### src/mrid_phase.sv
// package of shared constants and the oscillator-period phase divider
`default_nettype none

package mrid_pkg;
  localparam int INSTR_W      = 14;      // instruction word width
  localparam int FILE_W       = 7;       // file address width, 0x00..0x7F
  localparam int BIT_W        = 3;       // bit-select width
  localparam int LIT_S_W      = 8;       // short literal width
  localparam int LIT_L_W      = 11;      // long literal width
  localparam int OSC_PER_CYC  = 4;       // oscillator periods per instruction cycle
  localparam int FILE_LSB     = 0;       // file field position
  localparam int DEST_POS     = 7;       // destination select bit
  localparam int BIT_LSB      = 7;       // bit-select field position
  localparam int OP_MSB       = 13;      // class bits msb
  localparam int OP_LSB       = 12;      // class bits lsb
  localparam logic [1:0] GRP_BYTE = 2'h0;  // top bits of byte group
  localparam logic [1:0] GRP_BIT  = 2'h1;  // top bits of bit group
  localparam logic [1:0] GRP_JUMP = 2'h2;  // top bits of long-literal jumps
  localparam logic [3:0] BYTE_DECSKIP = 4'hB;  // decrement, skip if zero
  localparam logic [3:0] BYTE_INCSKIP = 4'hF;  // increment, skip if zero
  localparam logic [1:0] BIT_TEST_HI  = 2'h1;  // bit ops 1x are tests
  localparam logic [1:0] LIT_RETLIT   = 2'h1;  // 11 01xx returns with literal
  localparam logic [13:0] CTL_RETURN  = 14'h0008;  // subroutine return
  localparam logic [13:0] CTL_RETINT  = 14'h0009;  // interrupt return
  localparam logic [6:0]  PCL_ADDR_RST = 7'h02;   // low program_counter byte address

  typedef enum logic [1:0] {MRID_CLS_BYTE, MRID_CLS_BIT, MRID_CLS_LITCTL} mrid_class_e;
  typedef enum logic {MRID_ST_EXEC, MRID_ST_NOP} mrid_state_e;
endpackage : mrid_pkg

////////////////////////////////////////////////////////////////////////////////
module mrid_phase import mrid_pkg::*; #(
  parameter int OSC_N = OSC_PER_CYC              // oscillator periods per cycle
) (
  input  wire logic                     clk,       // oscillator clock
  input  wire logic                     rst_n,     // async reset, active low
  output logic [$clog2(OSC_N)-1:0]      q_phase,   // current quarter of the cycle
  output logic                          cyc_start  // high in first period of a cycle
);
  typedef struct packed {
    logic [$clog2(OSC_N)-1:0] cnt;
    logic                     start;
  } mrid_ph_s;

  mrid_ph_s cur_ff, nxt_cur;

  // wrap counter; start flag is registered so it is glitch free
  always_comb begin
    nxt_cur = cur_ff;
    if (cur_ff.cnt == ($clog2(OSC_N))'(OSC_N - 1)) begin
      nxt_cur.cnt = '0;
    end else begin
      nxt_cur.cnt = cur_ff.cnt + 1'b1;
    end
    nxt_cur.start = (nxt_cur.cnt == '0);
  end

  always_ff @(posedge clk or negedge rst_n) begin
    if (!rst_n) begin
      cur_ff <= '0;
    end else begin
      cur_ff <= nxt_cur;
    end
  end

  assign q_phase   = cur_ff.cnt;
  assign cyc_start = cur_ff.start;
endmodule : mrid_phase

`default_nettype wire

### src/mrid_decode.sv
// instruction word decoder with one/two instruction cycle sequencing
`default_nettype none

module mrid_decode import mrid_pkg::*; #(
  parameter logic [FILE_W-1:0] PCL_ADDR = PCL_ADDR_RST  // file address of program_counter low byte
) (
  input  wire logic               clk,            // oscillator clock, 100 MHz
  input  wire logic               rst_n,          // async reset, active low
  input  wire logic [INSTR_W-1:0] instr_word,     // fetched word, sampled at cycle start
  input  wire logic               test_true,      // skip condition met, valid at cycle end
  output logic                    instr_taken,    // a new word was decoded this cycle
  output logic                    nop_cycle,      // second cycle, executed as NOP
  output mrid_class_e             op_class,       // operation group
  output logic [5:0]              op_code,        // upper six opcode bits
  output logic [FILE_W-1:0]       file_addr,      // addressed file register
  output logic [BIT_W-1:0]        bit_sel,        // selected bit
  output logic [LIT_L_W-1:0]      literal,        // literal, zero extended
  output logic                    lit_long,       // literal is eleven bits
  output logic                    result_to_w,    // result goes to W
  output logic                    result_to_file, // result goes to file register
  output logic                    pc_alter,       // instruction changes program_counter
  output logic                    skip_op,        // conditional skip instruction
  output logic [1:0]              q_phase         // oscillator period within cycle
);
  typedef struct packed {
    mrid_state_e        st;
    logic               taken;
    logic               nop;
    mrid_class_e        cls;
    logic [5:0]         opc;
    logic [FILE_W-1:0]  fadr;
    logic [BIT_W-1:0]   bsel;
    logic [LIT_L_W-1:0] lit;
    logic               llong;
    logic               to_w;
    logic               to_f;
    logic               pcalt;
    logic               skip;
    logic [1:0]         qph;
  } mrid_dec_s;

  mrid_dec_s   cur_ff, nxt_cur;
  logic [1:0]  ph_q;
  logic        cyc_start;
  logic        two_cyc;
  logic [1:0]  grp;
  logic        ctl_zero;

  ////////////////////////////////////////////////////////////////////////////
  // four-period cycle timing
  mrid_phase #(
    .OSC_N     (OSC_PER_CYC)
  ) u_phase (
    .clk       (clk),
    .rst_n     (rst_n),
    .q_phase   (ph_q),
    .cyc_start (cyc_start)
  );

  ////////////////////////////////////////////////////////////////////////////
  // field extraction and sequencing
  assign grp      = instr_word[OP_MSB:OP_LSB];
  // 00 0000 0xxx xxxx holds control ops and NOP, not byte ops
  assign ctl_zero = (instr_word[OP_MSB:8] == 6'h00) && !instr_word[DEST_POS];
  // previous instruction needs a flush cycle
  assign two_cyc  = cur_ff.pcalt || (cur_ff.skip && test_true);

  always_comb begin
    nxt_cur       = cur_ff;
    nxt_cur.qph   = ph_q;
    nxt_cur.taken = 1'b0;
    if (cyc_start) begin
      if (cur_ff.st == MRID_ST_EXEC && two_cyc) begin
        // prefetched word is discarded; write and flow outputs go quiet for the NOP, decoded fields hold
        nxt_cur.st    = MRID_ST_NOP;
        nxt_cur.nop   = 1'b1;
        nxt_cur.to_w  = 1'b0;
        nxt_cur.to_f  = 1'b0;
        nxt_cur.pcalt = 1'b0;
        nxt_cur.skip  = 1'b0;
      end else begin
        nxt_cur.st    = MRID_ST_EXEC;
        nxt_cur.taken = 1'b1;
        nxt_cur.nop   = 1'b0;
        nxt_cur.opc   = instr_word[OP_MSB:8];
        nxt_cur.fadr  = instr_word[FILE_LSB +: FILE_W];
        nxt_cur.bsel  = instr_word[BIT_LSB +: BIT_W];
        nxt_cur.lit   = '0;
        nxt_cur.llong = 1'b0;
        nxt_cur.to_w  = 1'b0;
        nxt_cur.to_f  = 1'b0;
        nxt_cur.pcalt = 1'b0;
        nxt_cur.skip  = 1'b0;
        if (grp == GRP_BYTE && !ctl_zero) begin
          nxt_cur.cls   = MRID_CLS_BYTE;
          nxt_cur.to_w  = !instr_word[DEST_POS];
          nxt_cur.to_f  = instr_word[DEST_POS];
          nxt_cur.skip  = (instr_word[11:8] == BYTE_DECSKIP) ||
                          (instr_word[11:8] == BYTE_INCSKIP);
          // writing the program_counter low byte is a jump
          nxt_cur.pcalt = instr_word[DEST_POS] &&
                          (instr_word[FILE_LSB +: FILE_W] == PCL_ADDR);
        end else if (grp == GRP_BIT) begin
          nxt_cur.cls   = MRID_CLS_BIT;
          nxt_cur.skip  = instr_word[11:10] > BIT_TEST_HI;
          nxt_cur.pcalt = !instr_word[11] &&
                          (instr_word[FILE_LSB +: FILE_W] == PCL_ADDR);
        end else if (grp == GRP_JUMP) begin
          nxt_cur.cls   = MRID_CLS_LITCTL;
          nxt_cur.lit   = instr_word[LIT_L_W-1:0];
          nxt_cur.llong = 1'b1;
          nxt_cur.pcalt = 1'b1;
        end else if (grp == GRP_BYTE) begin
          // control ops: only exact codes count, others behave as NOP
          nxt_cur.cls   = MRID_CLS_LITCTL;
          nxt_cur.pcalt = (instr_word == CTL_RETURN) || (instr_word == CTL_RETINT);
        end else begin
          // short literal: bits 11:8 partly don't-care, never widen into lit
          nxt_cur.cls   = MRID_CLS_LITCTL;
          nxt_cur.lit   = {3'h0, instr_word[LIT_S_W-1:0]};
          nxt_cur.to_w  = 1'b1;
          nxt_cur.pcalt = (instr_word[11:10] == LIT_RETLIT);
        end
      end
    end
  end

  always_ff @(posedge clk or negedge rst_n) begin
    if (!rst_n) begin
      cur_ff <= '0;
    end else begin
      cur_ff <= nxt_cur;
    end
  end

  ////////////////////////////////////////////////////////////////////////////
  // outputs straight from the state register
  assign instr_taken    = cur_ff.taken;
  assign nop_cycle      = cur_ff.nop;
  assign op_class       = cur_ff.cls;
  assign op_code        = cur_ff.opc;
  assign file_addr      = cur_ff.fadr;
  assign bit_sel        = cur_ff.bsel;
  assign literal        = cur_ff.lit;
  assign lit_long       = cur_ff.llong;
  assign result_to_w    = cur_ff.to_w;
  assign result_to_file = cur_ff.to_f;
  assign pc_alter       = cur_ff.pcalt;
  assign skip_op        = cur_ff.skip;
  assign q_phase        = cur_ff.qph;
endmodule : mrid_decode

`default_nettype wire

### config.mk
export PLATFORM = sky130hd
export DESIGN_NAME = mrid_decode
export DESIGN_NICKNAME = d
export VERILOG_FILES = /design/src/mrid_phase.sv /design/src/mrid_decode.sv
export SDC_FILE = /design/constraint.sdc
export NUM_CORES = 1
export LEC_CHECK = 0
export BUFFER_PORTS_ARGS = -buffer_cell sky130_fd_sc_hd__buf_2
export CORE_MARGIN = 10
export CORE_UTILIZATION = 50
export DETAILED_ROUTE_END_ITERATION = 16
export GPL_ROUTABILITY_DRIVEN = 1
export GPL_TIMING_DRIVEN = 0
export PLACE_DENSITY = 0.82
export REMOVE_ABC_BUFFERS = 1
export SYNTH_ARGS = -nofsm -noshare
export SYNTH_HDL_FRONTEND = slang
export SYNTH_HIERARCHICAL = 1
export SYNTH_SLANG_ARGS = --single-unit
### constraint.sdc
create_clock -name clk -period 3.95 [get_ports clk]
set_clock_uncertainty 0.1 [all_clocks]
set_input_delay 0.5925 -clock clk [delete_from_list [all_inputs] [get_ports clk]]
set_output_delay 0.5925 -clock clk [all_outputs]
set_load 0.005 [all_outputs]
==> After elaboration in Yosys (flattened, before gate mapping) <==
Cells that the tools add are included.
{ "totals": {"register_bits": 41, "input_bits": 17, "out_inout_bits": 38, "wordCells": 66} }
{ "op_classes": {"n_addsub": 1, "order_cmp": 1, "eq_ne": 9, "n_mux": 22, "bitwise": 2, "reduce_logical": 16} }
{ "ops": {"columns": ["op", "n"], "rows": [
  ["2-to-1 mux 36 bit", 1],
  ["2-to-1 mux 30 bit", 1],
  ["== test 14 x 4 -> 1 bit, second input constant", 2],
  ["2-to-1 mux 13 bit", 1],
  ["2-to-1 mux 12 bit", 1],
  ["2-to-1 mux 1 bit", 11],
  ["2-to-1 mux 11 bit", 1],
  ["== test 4 bit, second input constant", 2],
  ["2-to-1 mux 2 bit", 4],
  ["2-to-1 mux 8 bit", 1],
  ["== test 7 x 2 -> 1 bit, second input constant", 1],
  ["logical AND 1 bit", 6],
  ["zero test 6 bit", 1],
  ["== test 2 x 1 -> 1 bit, second input constant", 2],
  ["== test 2 bit, second input constant", 2],
  ["zero test 2 bit", 2],
  ["2-to-1 mux 4 bit", 1],
  ["zero test 1 bit", 3],
  ["logical OR 1 bit", 3],
  ["adder 2 x 1 -> 2 bit, second input constant", 1],
  ["> comparator 2 x 1 -> 1 bit, second input constant", 1],
  ["NOT 1 bit", 2],
  ["AND reduction 2 bit", 1]
]} }

==> Logic depth before layout (Yosys ltp) <==
{ "depth": {"depth_word": 8, "depth_mapped": 6, "mapped_depth_nobuf": 5} }

==> By module <==
The synthesis kept the hierarchy.
{ "modules_own_cells": {"columns": ["module", "n_inst", "cells_per_inst", "area_each_um2", "seq_area_each_um2"], "rows": [
  ["mrid_decode", 1, 128, 1465.2, 900.9],
  ["mrid_phase", 1, 6, 103.8, 75.1]
]} }

==> Least setup slack after synthesis <==
Ideal clock, no wire load.
{ "synth_timing": {"path_kind": "input to register", "from": "in instr_word[5]", "to": "reg cur_ff (netlist bit pc_alter)", "setup_time_ns": 0.066, "t_arrival_ns": 1.970, "t_required_ns": 3.784, "path_slack_ns": 1.815, "cell_stages": 4, "n_path_buf": 0, "path_cell_list": "or4_4 > or4b_4 > o311ai_2 > a31o_1"} }
{ "synth_between": {"elab_chain_cells": 7, "elab_cells_between_ends": 11, "cone_classes": "eq/ne (3); mux (5); reduce/logical (3)"} }
{ "synth_lines": {"columns": ["element", "line", "rtl"], "rows": [
  ["from (decl)", "mrid_decode.sv:9", "input wire logic [INSTR_W-1:0] instr_word,"],
  ["== test 14 x 4 -> 1 bit", "mrid_decode.sv:116", "nxt_cur.pcalt = (instr_word == CTL_RETURN) || (instr_word == CTL_RETINT);"],
  ["logical OR 1 bit", "mrid_decode.sv:116", null],
  ["2-to-1 mux 1 bit", "mrid_decode.sv:113", "end else if (grp == GRP_BYTE) begin"],
  ["2-to-1 mux 1 bit", "mrid_decode.sv:108", "end else if (grp == GRP_JUMP) begin"],
  ["2-to-1 mux 1 bit", "mrid_decode.sv:103", "end else if (grp == GRP_BIT) begin"],
  ["2-to-1 mux 2 bit *", "mrid_decode.sv:94", "if (grp == GRP_BYTE && !ctl_zero) begin"],
  ["2-to-1 mux 4 bit *", "mrid_decode.sv:73", "if (cur_ff.st == MRID_ST_EXEC && two_cyc) begin"],
  ["to (signal assigned)", "mrid_decode.sv:132", "cur_ff <= nxt_cur;"],
  ["to (decl)", "mrid_decode.sv:42", "mrid_dec_s cur_ff, nxt_cur;"]
]} }
Mark *: on every way between the ends. The rest lies on a longest branch, timed or not.
A chain may end at the register's enable or synchronous reset.

==> Worst setup path in the final report <==
{ "layout_timing": {"from": "reg cur_ff (netlist bit pc_alter)", "to": "reg cur_ff (netlist bit lit_long)"} }
{ "layout_between": {"elab_chain_cells": 4} }
{ "layout_lines": {"columns": ["element", "line", "rtl"], "rows": [
  ["logical OR 1 bit", "mrid_decode.sv:66", "assign two_cyc = cur_ff.pcalt || (cur_ff.skip && test_true);"],
  ["logical AND 1 bit", "mrid_decode.sv:73", null],
  ["NOT 1 bit (no line)", null, null],
  ["AND reduction 2 bit (no line)", null, null]
]} }
Every way passes these cells.

==> impl_metrics.toml <==
[layout]
synthToLayoutAreaGrowth_pct = 23.3
layout-drive-gt1-share_pct = 43.1
final-seq-area_um2 = 976
final_net_count = 206
final_cells = 232
fillers = 255
final_util_pct = 63.9
antenna_cells = 0
stdcell_area_um2 = 1930
multi_input_area_um2 = 537

[grt]
grt_pass1_wl_um = 6070
track_usage_pct = 12.9
grt_pass1_vias = 1244
antenna_found_initial = 0
grt_start_max_net_pins = 40
grt.overflow.total = 0

[yosys]
ys.flop_type = "dfrtp_1"
syn_area_um2 = 1570
ys_ff_latch = 39
ys_async_sr_fraction_pct = 100
yosys.area.top_type = "dfrtp_1"
synth_area_leaders = "dfrtp_1 (62%), mux2_2 (11%), nand2_1 (6.0%)"
yosys_warnings = 6
synth_edf_count = 0
yosysUniqueCellTypes = 27
yosysSeqAreaShare_pct = 62.2
synth_area_per_cell_um2 = 11.7
syn-instance-count = 134
synth_top_area_share_pct = 62.2

[run]
maxCapViolCount = 0

[floorplanning]
die_x_um = 76.0
die_h_um = 76.0
io_pins = 55
dieArea_um2 = 5780
row_count = 20
coreArea_um2 = 3030
start_util_pct = 51.8

[sta]
max-slew-margin-rel_pct = 43.8
hold_viol = 0
layout_setup_ws_ns = 1.88
rsz0062_at_grt = "no"
fmax_mhz = 484
worst-slew-pin-transition_ns = 0.843
fin_crit_ns = 2.07
slew_violations = 0
timing.setup.tns_ns = 0
final-setup-viol-count = 0
fin_crit_sh_pct = 52.3
hold_ws_ns = 0.242

[clock_network]
cts_tree = "built"
cts_buffer_depth = 2
cts_resized = 0
cts_sinks = 39
clkLatencyLatePin_ns = 0.34
numCtsBuffers = 5
cts_max_level = 2
clk_pin_slew_ns = 0.11
cts_root_buffer = "clkbuf_4"
cts_hold_buf = 0
postCtsSetupBuffers = 0

[placed_design]
post_dp_cell_area_um2 = 1880
port_buffers = 54
dp_cells = 224
gp_congestion = 0.823
dp_slack_ns = 1.61
dpl.hpwl_um = 2770

[routing]
drt_iter0_drc = 107
wl_per_cell_um = 15.8
routed_wl_um = 3670
drcViolationCount = 0
ant_nets = 0
via_per_inst = 5.06
dr.pass1.iters = 4
num_vias = 1175

[critical_path]
path_class = "register to register"
cp_data_required_time_ns = 4.09
cp_max_fo = 21
crit_arrival_ns = 2.21
critPathCaptureType = "register"
worst_setup_path_start_kind = "register"

[power]
powerDensity_nw_per_um2 = 412
power_switching_uw = 212
total_leakage_power_nw = 1.01
pwr-share-seq_pct = 59.0
power.internal_uw = 584
power_uw = 797
comb_power_share_pct = 17.1
vdd_drop_max_uv = 275
clock_power_share_pct = 23.9
switching_share_pct = 26.7

[min_path]
hold_class = "input pin to async pin"

[status]
outcome = "complete, no violations"
==> per-layer routing <==
layer	track usage, %	up-vias	wire length [um]
met4	7.39	0	80
met3	5.07	7	325
li1	-	559	-
met2	20.0	45	1720
met1	14.7	564	1550
met5	0	-	0
==> registers in the layout, indices dropped and copies added, names as in the netlist, 2 cells and up <==
signal and flops:
op_class 2, literal 11, op_code 6, u_phase/q_phase 2
q_phase 2, file_addr 7
==> power by group through the flow <==
| stage | clock network (mW) | registers (mW) | logic, mW |
|---|---|---|---|
| after floorplan | 0 | 0.483 | 0.0434 |
| final | 0.190 | 0.470 | 0.136 |
| after CTS | 0.196 | 0.471 | 0.141 |
| after global placement | 0 | 0.475 | 0.135 |
| after global routing | 0.213 | 0.477 | 0.153 |
| after detailed placement | 0 | 0.479 | 0.140 |
==> kinds of logic (layout without fill, tap and decap cells) <==
family,count (synthesis),count (layout),synth area share [%]
muxes,15,15,10.8
and+or+nand+nor,51,51,15.7
buffers and inverters,14,68,3.83
adders and majority gates,2,2,1.59
AOI/OAI and AO/OA,13,13,5.90
DFF,39,39,62.2
==> cell usage in the layout (no fill, tap or decap), types with 2 or more instances in the layout <==
cell      netlist  routed
nor3_1          2       2
dfrtp_1        39      39
mux2_2         15      15
nand3_1        11      11
buf_2           0      54
ha_1            2       2
nand2_1        25      25
nand2b_1        2       2
inv_1           5       5
a21oi_1         2       2
clkbuf_4        0       5
o21ai_0         2       2
nor2_1          5       5
o22ai_1         2       2
clkbuf_1        5       2
==> worst max-delay path, cell delays in order (launching register included) <==
cell and delay (ns):
dfrtp_1 0.41, a21oi_1 0.07, o21ai_2 0.56, buf_16 0.24
inv_1 0.24, mux2_2 0.34
==> synthesized netlist by cell type (all sizes together) (2+ instances only) <==
cell type,count
or4b,2
o21ai,4
clkbuf,5
ha,2
nor3,2
nand2,25
mux2,15
inv,5
nand2b,2
or4,2
nand3,11
a21oi,2
dfrtp,39
o22ai,2
buf,4
nor2,5
==> final timing paths <==
check | start | endpoint | slack (ns) | depth (start not counted)
max in group asynchronous | rst_n | file_addr[2] | 2.98 | 1
worst min-delay path | rst_n | bit_sel[0] | 0.24 | 1
worst min register to register | u_phase/q_phase[1] | q_phase[1] | 0.32 | 0
worst max-delay path | pc_alter | lit_long | 1.88 | 5
worst max register to register | pc_alter | lit_long | 1.88 | 5
min in group clk | u_phase/q_phase[1] | q_phase[1] | 0.32 | 0
==> area by class of cell <==
class	count	area share [%]
sequential	39	50.5
inverter	5	0.970
clock inverter	1	0.259
timing repair buffer	55	15.4
clock buffer	7	2.33
tap	44	2.85
multi-input combinational	81	27.7
Note: power is estimated with default switching activity, not from simulation.
